--- src/design/ums_regs.svh ---
`ifndef UMS_REGS_SVH
`define UMS_REGS_SVH
`define UMS_OFS_CTRL    6'h00
`define UMS_OFS_BUF     6'h01
`define UMS_OFS_RELOAD  6'h02
`define UMS_OFS_STAT    6'h03
`define UMS_CTRL_MODE3  0
`define UMS_CTRL_RXEN   1
`define UMS_CTRL_MPEN   2
`define UMS_CTRL_TXNB   3
`define UMS_CTRL_DBL    4
`define UMS_CTRL_RXDONE 5
`define UMS_CTRL_TXDONE 6
`define UMS_CTRL_RXNB   7
`define UMS_STAT_RXBUSY 0
`define UMS_STAT_TXBUSY 1
`define UMS_STAT_FULL   2
`define UMS_STAT_LVL    4
`define UMS_RELOAD_RST  8'h00
`define UMS_OVS_LAST    4'hf
`define UMS_SAMP_A      4'h7
`define UMS_SAMP_B      4'h8
`define UMS_SAMP_C      4'h9
`define UMS_FRAME_LAST  4'ha
`define UMS_T1_PRE_LAST 2'h3
`define UMS_RESP_OKAY   2'h0
`define UMS_RESP_SLVERR 2'h2
`endif

--- src/design/ums_pkg.sv ---
`default_nettype none
package ums_pkg;
    typedef enum logic {RX_IDLE, RX_SHIFT} ums_rx_e;
    typedef enum logic {TX_IDLE, TX_SHIFT} ums_tx_e;
    typedef struct packed {
        logic        aw_got;
        logic [5:0]  aw_idx;
        logic        w_got;
        logic [31:0] w_data;
        logic        w_lane0;
        logic        bvalid;
        logic [1:0]  bresp;
        logic        rvalid;
        logic [1:0]  rresp;
        logic [31:0] rdata;
        logic        mode3;
        logic        rx_en;
        logic        mp_en;
        logic        tx_nb;
        logic        dbl;
        logic        rx_done;
        logic        tx_done;
        logic        rx_nb;
        logic [7:0]  reload;
        logic [7:0]  rx_buf;
        logic [1:0]  pre_cnt;
        logic [7:0]  t1_cnt;
        logic        ovf_half;
        logic [1:0]  m2_cnt;
        ums_tx_e     tx_state;
        logic [3:0]  tx_div;
        logic [3:0]  tx_bits;
        logic [9:0]  tx_shift;
        logic        txd;
        ums_rx_e     rx_state;
        logic [3:0]  rx_div;
        logic [3:0]  rx_bits;
        logic [1:0]  rx_samp;
        logic [8:0]  rx_shift;
        logic        rx_prev;
    } ums_state_s;
endpackage
`default_nettype wire

--- src/design/ums_fifo.sv ---
`default_nettype none
module ums_fifo #(
    parameter int WIDTH = 9,
    parameter int DEPTH = 8
) (
    input  wire logic                       aclk,      // clock
    input  wire logic                       aresetn,   // sync reset, low
    input  wire logic                       in_valid,  // word offered
    output logic                            in_ready,  // room for a word
    input  wire logic [WIDTH-1:0]           in_data,   // word in
    output logic                            out_valid, // word available
    input  wire logic                       out_ready, // word taken
    output logic [WIDTH-1:0]                out_data,  // oldest word
    output logic [$clog2(DEPTH+1)-1:0]      level      // words held
);
    localparam int AW = $clog2(DEPTH);
    localparam int CW = $clog2(DEPTH+1);

    typedef struct packed {
        logic [DEPTH-1:0][WIDTH-1:0] mem;
        logic [AW-1:0]               rd;
        logic [AW-1:0]               wr;
        logic [CW-1:0]               cnt;
    } ums_fifo_s;

    ums_fifo_s q;
    ums_fifo_s d;
    logic      push;
    logic      pop;

    assign in_ready  = (q.cnt != CW'(DEPTH));
    assign out_valid = (q.cnt != '0);
    assign out_data  = q.mem[q.rd];
    assign level     = q.cnt;

    always_comb begin
        d    = q;
        push = in_valid && in_ready;
        pop  = out_valid && out_ready;
        if (push) begin
            d.mem[q.wr] = in_data;
            d.wr        = (q.wr == AW'(DEPTH - 1)) ? '0 : q.wr + AW'(1);
        end
        if (pop) begin
            d.rd = (q.rd == AW'(DEPTH - 1)) ? '0 : q.rd + AW'(1);
        end
        if (push && !pop) begin
            d.cnt = q.cnt + CW'(1);
        end else if (pop && !push) begin
            d.cnt = q.cnt - CW'(1);
        end
    end

    always_ff @(posedge aclk) begin
        if (!aresetn) begin
            q <= '0;
        end else begin
            q <= d;
        end
    end
endmodule
`default_nettype wire

--- src/design/ums_uart.sv ---
// Design decisions made here: the register addresses and the AXI4-Lite slave port.
`include "ums_regs.svh"
`default_nettype none
module ums_uart
    import ums_pkg::*;
#(
    parameter int FIFO_DEPTH = 8
) (
    input  wire logic        aclk,     // 25 MHz clock
    input  wire logic        aresetn,  // sync reset, low
    input  wire logic [7:0]  awaddr,   // write address
    input  wire logic        awvalid,  // write address valid
    output logic             awready,  // write address ready
    input  wire logic [31:0] wdata,    // write data
    input  wire logic [3:0]  wstrb,    // write strobes
    input  wire logic        wvalid,   // write data valid
    output logic             wready,   // write data ready
    output logic [1:0]       bresp,    // write response
    output logic             bvalid,   // write response valid
    input  wire logic        bready,   // write response ready
    input  wire logic [7:0]  araddr,   // read address
    input  wire logic        arvalid,  // read address valid
    output logic             arready,  // read address ready
    output logic [31:0]      rdata,    // read data
    output logic [1:0]       rresp,    // read response
    output logic             rvalid,   // read data valid
    input  wire logic        rready,   // read data ready
    input  wire logic        rxd,      // serial receive line
    output logic             txd       // serial transmit line
);
    localparam int LW = $clog2(FIFO_DEPTH + 1);

    ums_state_s    q;
    ums_state_s    d;
    logic          tick16;
    logic          t1_ovf;
    logic          tx_roll;
    logic          tx_start;
    logic          tx_set;
    logic          rx_mid;
    logic          vote;
    logic          stop_mid;
    logic          mp_act;
    logic          accept;
    logic          rx_clr;
    logic          tx_clr;
    logic          is_buf;
    logic          wr_go;
    logic          fifo_in_valid;
    logic          fifo_in_ready;
    logic          fifo_out_valid;
    logic [8:0]    fifo_out_data;
    logic [LW-1:0] fifo_level;
    logic [31:0]   rd_val;
    logic [1:0]    rd_resp;

    // ==========================================
    // transmit queue
    // ==========================================
    ums_fifo #(
        .WIDTH (9),
        .DEPTH (FIFO_DEPTH)
    ) u_txq (
        .aclk      (aclk),
        .aresetn   (aresetn),
        .in_valid  (fifo_in_valid),
        .in_ready  (fifo_in_ready),
        .in_data   ({q.tx_nb, q.w_data[7:0]}),
        .out_valid (fifo_out_valid),
        .out_ready (tx_start),
        .out_data  (fifo_out_data),
        .level     (fifo_level)
    );

    assign awready = !q.aw_got && !q.bvalid;
    assign wready  = !q.w_got && !q.bvalid;
    assign arready = !q.rvalid;
    assign bvalid  = q.bvalid;
    assign bresp   = q.bresp;
    assign rvalid  = q.rvalid;
    assign rresp   = q.rresp;
    assign rdata   = q.rdata;
    assign txd     = q.txd;

    // ==========================================
    // read mux
    // ==========================================
    always_comb begin
        rd_val  = 32'h0000_0000;
        rd_resp = `UMS_RESP_OKAY;
        unique case (araddr[7:2])
            `UMS_OFS_CTRL: begin
                rd_val[`UMS_CTRL_MODE3]  = q.mode3;
                rd_val[`UMS_CTRL_RXEN]   = q.rx_en;
                rd_val[`UMS_CTRL_MPEN]   = q.mp_en;
                rd_val[`UMS_CTRL_TXNB]   = q.tx_nb;
                rd_val[`UMS_CTRL_DBL]    = q.dbl;
                rd_val[`UMS_CTRL_RXDONE] = q.rx_done;
                rd_val[`UMS_CTRL_TXDONE] = q.tx_done;
                rd_val[`UMS_CTRL_RXNB]   = q.rx_nb;
            end
            `UMS_OFS_BUF: begin
                rd_val[7:0] = q.rx_buf;
            end
            `UMS_OFS_RELOAD: begin
                rd_val[7:0] = q.reload;
            end
            `UMS_OFS_STAT: begin
                rd_val[`UMS_STAT_RXBUSY] = (q.rx_state == RX_SHIFT);
                rd_val[`UMS_STAT_TXBUSY] = (q.tx_state == TX_SHIFT);
                rd_val[`UMS_STAT_FULL]   = !fifo_in_ready;
                rd_val[`UMS_STAT_LVL +: LW] = fifo_level;
            end
            default: begin
                rd_resp = `UMS_RESP_SLVERR;
            end
        endcase
    end

    // ==========================================
    // next state
    // ==========================================
    always_comb begin
        d             = q;
        t1_ovf        = 1'b0;
        tick16        = 1'b0;
        tx_set        = 1'b0;
        rx_clr        = 1'b0;
        tx_clr        = 1'b0;

        // bus writes: address and data may come in either order
        is_buf        = (q.aw_idx == `UMS_OFS_BUF);
        fifo_in_valid = q.aw_got && q.w_got && is_buf && q.w_lane0;
        // a full queue holds the write response back; that is the back-pressure
        wr_go         = q.aw_got && q.w_got && !(fifo_in_valid && !fifo_in_ready);
        if (awvalid && awready) begin
            d.aw_got = 1'b1;
            d.aw_idx = awaddr[7:2];
        end
        if (wvalid && wready) begin
            d.w_got   = 1'b1;
            d.w_data  = wdata;
            d.w_lane0 = wstrb[0];
        end
        if (q.bvalid && bready) begin
            d.bvalid = 1'b0;
        end
        if (wr_go) begin
            d.aw_got = 1'b0;
            d.w_got  = 1'b0;
            d.bvalid = 1'b1;
            d.bresp  = `UMS_RESP_OKAY;
            unique case (q.aw_idx)
                `UMS_OFS_CTRL: begin
                    if (q.w_lane0) begin
                        d.mode3 = q.w_data[`UMS_CTRL_MODE3];
                        d.rx_en = q.w_data[`UMS_CTRL_RXEN];
                        d.mp_en = q.w_data[`UMS_CTRL_MPEN];
                        d.tx_nb = q.w_data[`UMS_CTRL_TXNB];
                        d.dbl   = q.w_data[`UMS_CTRL_DBL];
                        rx_clr  = q.w_data[`UMS_CTRL_RXDONE];
                        tx_clr  = q.w_data[`UMS_CTRL_TXDONE];
                    end
                end
                `UMS_OFS_BUF: begin
                end
                `UMS_OFS_RELOAD: begin
                    if (q.w_lane0) begin
                        d.reload = q.w_data[7:0];
                    end
                end
                `UMS_OFS_STAT: begin
                end
                default: begin
                    d.bresp = `UMS_RESP_SLVERR;
                end
            endcase
        end

        // bus reads answer one cycle after the address is taken
        if (q.rvalid && rready) begin
            d.rvalid = 1'b0;
        end
        if (arvalid && arready) begin
            d.rvalid = 1'b1;
            d.rdata  = rd_val;
            d.rresp  = rd_resp;
        end

        // ==========================================
        // sample-rate ticks, sixteen per bit
        // ==========================================
        d.m2_cnt = q.m2_cnt + 2'h1;
        if (q.pre_cnt == `UMS_T1_PRE_LAST) begin
            d.pre_cnt = 2'h0;
            if (q.t1_cnt == 8'hff) begin
                t1_ovf   = 1'b1;
                d.t1_cnt = q.reload;
            end else begin
                d.t1_cnt = q.t1_cnt + 8'h01;
            end
        end else begin
            d.pre_cnt = q.pre_cnt + 2'h1;
        end
        if (t1_ovf) begin
            d.ovf_half = ~q.ovf_half;
        end
        if (q.mode3) begin
            // halving the overflows without the double-rate bit gives the /32 form
            tick16 = t1_ovf && (q.dbl || q.ovf_half);
        end else begin
            tick16 = q.dbl ? q.m2_cnt[0] : (q.m2_cnt == 2'h3);
        end

        // ==========================================
        // transmitter
        // ==========================================
        tx_roll = tick16 && (q.tx_div == `UMS_OVS_LAST);
        if (tick16) begin
            d.tx_div = q.tx_div + 4'h1;
        end
        // a queued byte follows a finished stop bit without an idle gap
        tx_start = tx_roll && fifo_out_valid &&
                   (q.tx_state == TX_IDLE || q.tx_bits == `UMS_FRAME_LAST);
        if (tx_start) begin
            d.tx_state = TX_SHIFT;
            d.txd      = 1'b0;
            d.tx_bits  = 4'h0;
            d.tx_shift = {1'b1, fifo_out_data};
        end else if (tx_roll && q.tx_state == TX_SHIFT) begin
            if (q.tx_bits == `UMS_FRAME_LAST) begin
                d.tx_state = TX_IDLE;
            end else begin
                d.txd      = q.tx_shift[0];
                d.tx_shift = {1'b1, q.tx_shift[9:1]};
                d.tx_bits  = q.tx_bits + 4'h1;
                tx_set     = (d.tx_bits == `UMS_FRAME_LAST);
            end
        end
        d.tx_done = (q.tx_done && !tx_clr) || tx_set;

        // ==========================================
        // receiver
        // ==========================================
        rx_mid   = tick16 && (q.rx_state == RX_SHIFT) && (q.rx_div == `UMS_SAMP_C);
        vote     = (q.rx_samp[1] && q.rx_samp[0]) || (q.rx_samp[1] && rxd) ||
                   (q.rx_samp[0] && rxd);
        stop_mid = rx_mid && (q.rx_bits == `UMS_FRAME_LAST);
        // only the eleven-bit modes exist here, so the enable bit alone decides
        mp_act   = q.mp_en;
        accept   = stop_mid && !q.rx_done &&
                   (!mp_act || (vote && q.rx_shift[8]));
        d.rx_prev = rxd;
        unique case (q.rx_state)
            RX_IDLE: begin
                if (q.rx_en && q.rx_prev && !rxd) begin
                    d.rx_state = RX_SHIFT;
                    d.rx_div   = 4'h0;
                    d.rx_bits  = 4'h0;
                end
            end
            RX_SHIFT: begin
                if (tick16) begin
                    d.rx_div = q.rx_div + 4'h1;
                end
                if (tick16 && (q.rx_div == `UMS_SAMP_A || q.rx_div == `UMS_SAMP_B)) begin
                    d.rx_samp = {q.rx_samp[0], rxd};
                end
                if (rx_mid) begin
                    d.rx_bits = q.rx_bits + 4'h1;
                    if (q.rx_bits == 4'h0 && vote) begin
                        d.rx_state = RX_IDLE;
                    end else if (q.rx_bits != 4'h0 && !stop_mid) begin
                        d.rx_shift = {vote, q.rx_shift[8:1]};
                    end
                    if (stop_mid) begin
                        d.rx_state = RX_IDLE;
                    end
                end
            end
        endcase
        if (accept) begin
            d.rx_buf = q.rx_shift[7:0];
            d.rx_nb  = q.rx_shift[8];
        end
        // a dropped frame leaves buffer and ninth-bit flag as they were
        d.rx_done = (q.rx_done && !rx_clr) || accept;
    end

    always_ff @(posedge aclk) begin
        if (!aresetn) begin
            q          <= '0;
            q.reload   <= `UMS_RELOAD_RST;
            q.txd      <= 1'b1;
            q.rx_prev  <= 1'b1;
        end else begin
            q <= d;
        end
    end
endmodule
`default_nettype wire

--- config.mk ---
export PLATFORM = sky130hd
export DESIGN_NAME = ums_uart
export DESIGN_NICKNAME = d
export VERILOG_FILES = /design/src/design/ums_pkg.sv /design/src/design/ums_fifo.sv /design/src/design/ums_uart.sv
export VERILOG_INCLUDE_DIRS = /design/src /design/src/design
export SDC_FILE = /design/constraint.sdc
export NUM_CORES = 1
export LEC_CHECK = 0
export BUFFER_PORTS_ARGS = -buffer_cell sky130_fd_sc_hd__buf_2
export CORE_MARGIN = 2
export CORE_UTILIZATION = 34
export CTS_CLUSTER_SIZE = 8
export DETAILED_ROUTE_END_ITERATION = 10
export MAX_ROUTING_LAYER = met4
export PLACE_DENSITY = 0.56
export SYNTH_ARGS = -nofsm -noshare
export SYNTH_HDL_FRONTEND = slang
export SYNTH_SLANG_ARGS = --single-unit
export TNS_END_PERCENT = 100
--- constraint.sdc ---
create_clock -name aclk -period 4.7 [get_ports aclk]
set_input_delay 0 -clock aclk [delete_from_list [all_inputs] [get_ports aclk]]
set_output_delay 0 -clock aclk [all_outputs]
set_load 0.1 [all_outputs]
==> flow_metrics.py <==
metrics = {
    "worst_setup_path": {
        "path_depth": 14,
        "path_cells": "ha_1 -> nand4_2 -> o32ai_2 -> buf_4 -> nand4_2 -> buf_4 -> ha_1 -> inv_1 -> ha_1 -> a21o_1 -> a21oi_1 -> xnor2_1 -> or3_1 -> a21oi_1",
        "r2r_end": "u_txq.level[3]",
        "crit_family": "compound AO/OA/AOI/OAI gates",
        "crit_end": "u_txq.level[3]",
        "ff2ff_path_depth": 14,
        "worstPathArrival_ns": 3.71,
        "critPathLaunchType": "register",
        "endpoint_kind": "register",
        "r2r_slack_ns": 1.35,
        "slowest_delay_ns": 0.40,
        "cpMaxStageDelayCell": "dfxtp_1",
        "path_common_cell": "ha_1",
        "worstPathRequired_ns": 5.06,
        "critPathBufInv": 3,
        "reg2reg_from": "q[44]",
        "crit_fanout": 28,
        "cp-startpoint": "q[44]",
        "worstSetupPathType": "reg -> reg",
    },
    "clock_network": {
        "numClockSinks": 189,
        "tritoncts": "done",
        "clk_latency_ns": 0.44,
        "clockBufferDepth": 2,
        "numCtsBuffers": 17,
        "clockRootBuffer": "clkbuf_16",
        "clkTransAtPathRegs_ns": 0.08,
        "htreeDepth": 4,
    },
    "drt": {
        "ant_nets": 0,
        "wirelength_um": 18700,
        "route.detailed.drc": 0,
        "vias": 6276,
        "first_pass_iters": 5,
        "wl_per_cell_um": 14.9,
        "drtIter0Drc": 453,
        "routed_via_density": 5.00,
    },
    "run_status": {
        "outcome": "completed",
    },
    "sta": {
        "setup_viol": 0,
        "max_freq_mhz": 299,
        "max_slew_margin_pct": 30.0,
        "fin_crit_sh_pct": 71.3,
        "finalCriticalPeriod_ns": 3.35,
        "finalHoldViolCount": 0,
        "timing.hold.ws_ns": 0.0667,
        "setup_tns_ns": 0,
        "skew_ns": 0.0136,
        "worst_slack_ns": 1.35,
        "tightest_slew_ns": 1.05,
        "slew_violations": 0,
        "rsz0062_at_grt": "false",
    },
    "power_and_ir_drop": {
        "pwr_density_cell_mw_per_mm2": 356,
        "p_leak_nw": 3.47,
        "ir_drop_mv": 0.215,
        "total_power_mw": 3.37,
    },
    "grt": {
        "grt_max_degree": 80,
        "globalRouteTotalUtil_pct": 15.4,
        "grt_pass1_vias": 5955,
        "grt_overflow": 0,
        "grt_pass1_wl_um": 31100,
        "antenna_found_initial": 0,
    },
    "synthesis": {
        "avgSynthCellArea_um2": 9.41,
        "synth_edf_count": 0,
        "synth-async-reset-ratio_pct": 0,
        "netlist_area_mm2": 0.00834,
        "yosys_warnings": 0,
        "yosysSeqAreaShare_pct": 45.4,
        "ys.flop_type": "dfxtp_1",
        "synth_top_area_share_pct": 45.4,
        "netlist-cell-type-count": 56,
        "ys_ff_latch": 189,
        "synth_top_area_cell": "dfxtp_1",
        "synthCells": 887,
        "synthTopCellsByArea": "dfxtp_1 (45%), mux4_2 (6.7%), mux2i_1 (5.5%)",
    },
    "cells_and_area": {
        "drive_gt1_share_pct": 14.6,
        "final_util_pct": 39.2,
        "n_antenna_cell": 0,
        "final_nets": 999,
        "area_growth_pct": 13.5,
        "mostFrequentLayoutCell": "dfxtp_1",
        "final_cell_mix": "dfxtp_1 (189), nand3_1 (88), o21ai_0 (86)",
    },
    "place": {
        "place_ws_ns": 1.36,
        "place.gp.congestion": 0.763,
        "dpl.hpwl_um": 12100,
        "io_buffers": 44,
    },
    "floorplanning": {
        "io_pins": 102,
        "fp.dieH_um": 161,
        "die_x_um": 161,
        "die_area_mm2": 0.0258,
        "core_mm2": 0.0242,
        "initial_core_util_pct": 34.5,
        "row_count": 57,
    },
    "hold_path": {
        "min_path_type": "in -> reg",
    },
    "flow_run": {
        "cap_viol_max_count": 0,
    },
}
## final cells by class
class                   count  area [um^2]
multi-input cells         620         4120
repair buffers             75          510
well taps                 324          405
inverters                  15         56.3
clock buffers              17          425
clock inverters            15          173
fillers                  2387        14700
flip-flops and latches    189         3780
## flip-flops by register name, summed over array words and instances, names as in the netlist
name,count
rdata,8
q,93
bresp,1
mp_act,1
bvalid,1
u_txq.level,4
rresp,1
rvalid,1
txd,1
u_txq.q,78
## logic make-up (layout without fill, tap and decap cells)
group,Yosys count,in the layout,synth area share (%)
buf+inv,103,122,6.51
flops,189,189,45.4
other cells,1,26,0.0449
compound gates,170,170,11.7
mux,78,78,13.2
fa+ha+maj,22,22,3.36
xor+xnor,12,12,1.26
simple gates,312,312,18.5
## metrics by stage
stage / instances / cell area [um^2]
final: 1255 / 9470
after global routing: 1255 / 9470
after detailed placement: 1201 / 8650
after floorplan: 912 / 8440
after global placement: 1201 / 8650
after CTS: 1255 / 9470
## timing repair
action / CTS / global route
hold buffers: 22 / 0
endpoints found under the setup margin: 0 / 0
resized for setup: 0 / 0
endpoints found under the hold margin: 38 / 0
setup buffers: 0 / 0
## cells in the mapped netlist (all sizes together) (3+ instances only)
| library cell | count |
|---|---|
| a21bo | 3 |
| nor2 | 81 |
| xnor2 | 7 |
| a21oi | 38 |
| a22oi | 10 |
| o21ai | 87 |
| nor2b | 3 |
| a31oi | 9 |
| o21a | 3 |
| nand3b | 3 |
| dfxtp | 189 |
| xor2 | 5 |
| and3 | 4 |
| nand4 | 13 |
| buf | 49 |
| a211oi | 3 |
| mux2i | 46 |
| ha | 20 |
| clkbuf | 39 |
| inv | 15 |
| nand2b | 5 |
| and2 | 6 |
| nor3 | 8 |
| nand2 | 78 |
| nand3 | 88 |
| or3 | 7 |
| nand4b | 5 |
| mux2 | 7 |
| mux4 | 25 |
## power breakdown
| group | switching (mW) | internal [mW] | leakage (nW) |
|---|---|---|---|
| Combinational | 0.210 | 0.0534 | 1.65 |
| Sequential | 0.0192 | 1.62 | 1.53 |
| Clock | 0.669 | 0.802 | 0.289 |
| Total | 0.898 | 2.48 | 3.47 |
## worst min-delay path by stage
stage	startpoint	to	slack, ns	cells after the start
after floorplan	rready	rvalid	0.1	1
after global placement	rready	rvalid	0.18	2
after detailed placement	rready	rvalid	0.20	2
after CTS	wvalid	q[124]	0.05	4
after global routing	wvalid	q[119]	0.09	4
final	wvalid	q[124]	0.07	4
## tightest hold or removal path: cells and delay by family
family,cells,cell delay [ns]
AO/OA/AOI/OAI,1,0.05
AND/OR/NAND/NOR,2,0.32
buffers and inverters,1,0.09
## metal layers
layer,track usage (%),wire (um),up-vias
met4,4.87,264,0
met3,2.51,568,17
met5,-,0,-
met2,23.9,8490,120
met1,20.6,9360,2976
li1,-,-,3163
Power figures use the tool's default switching activity.
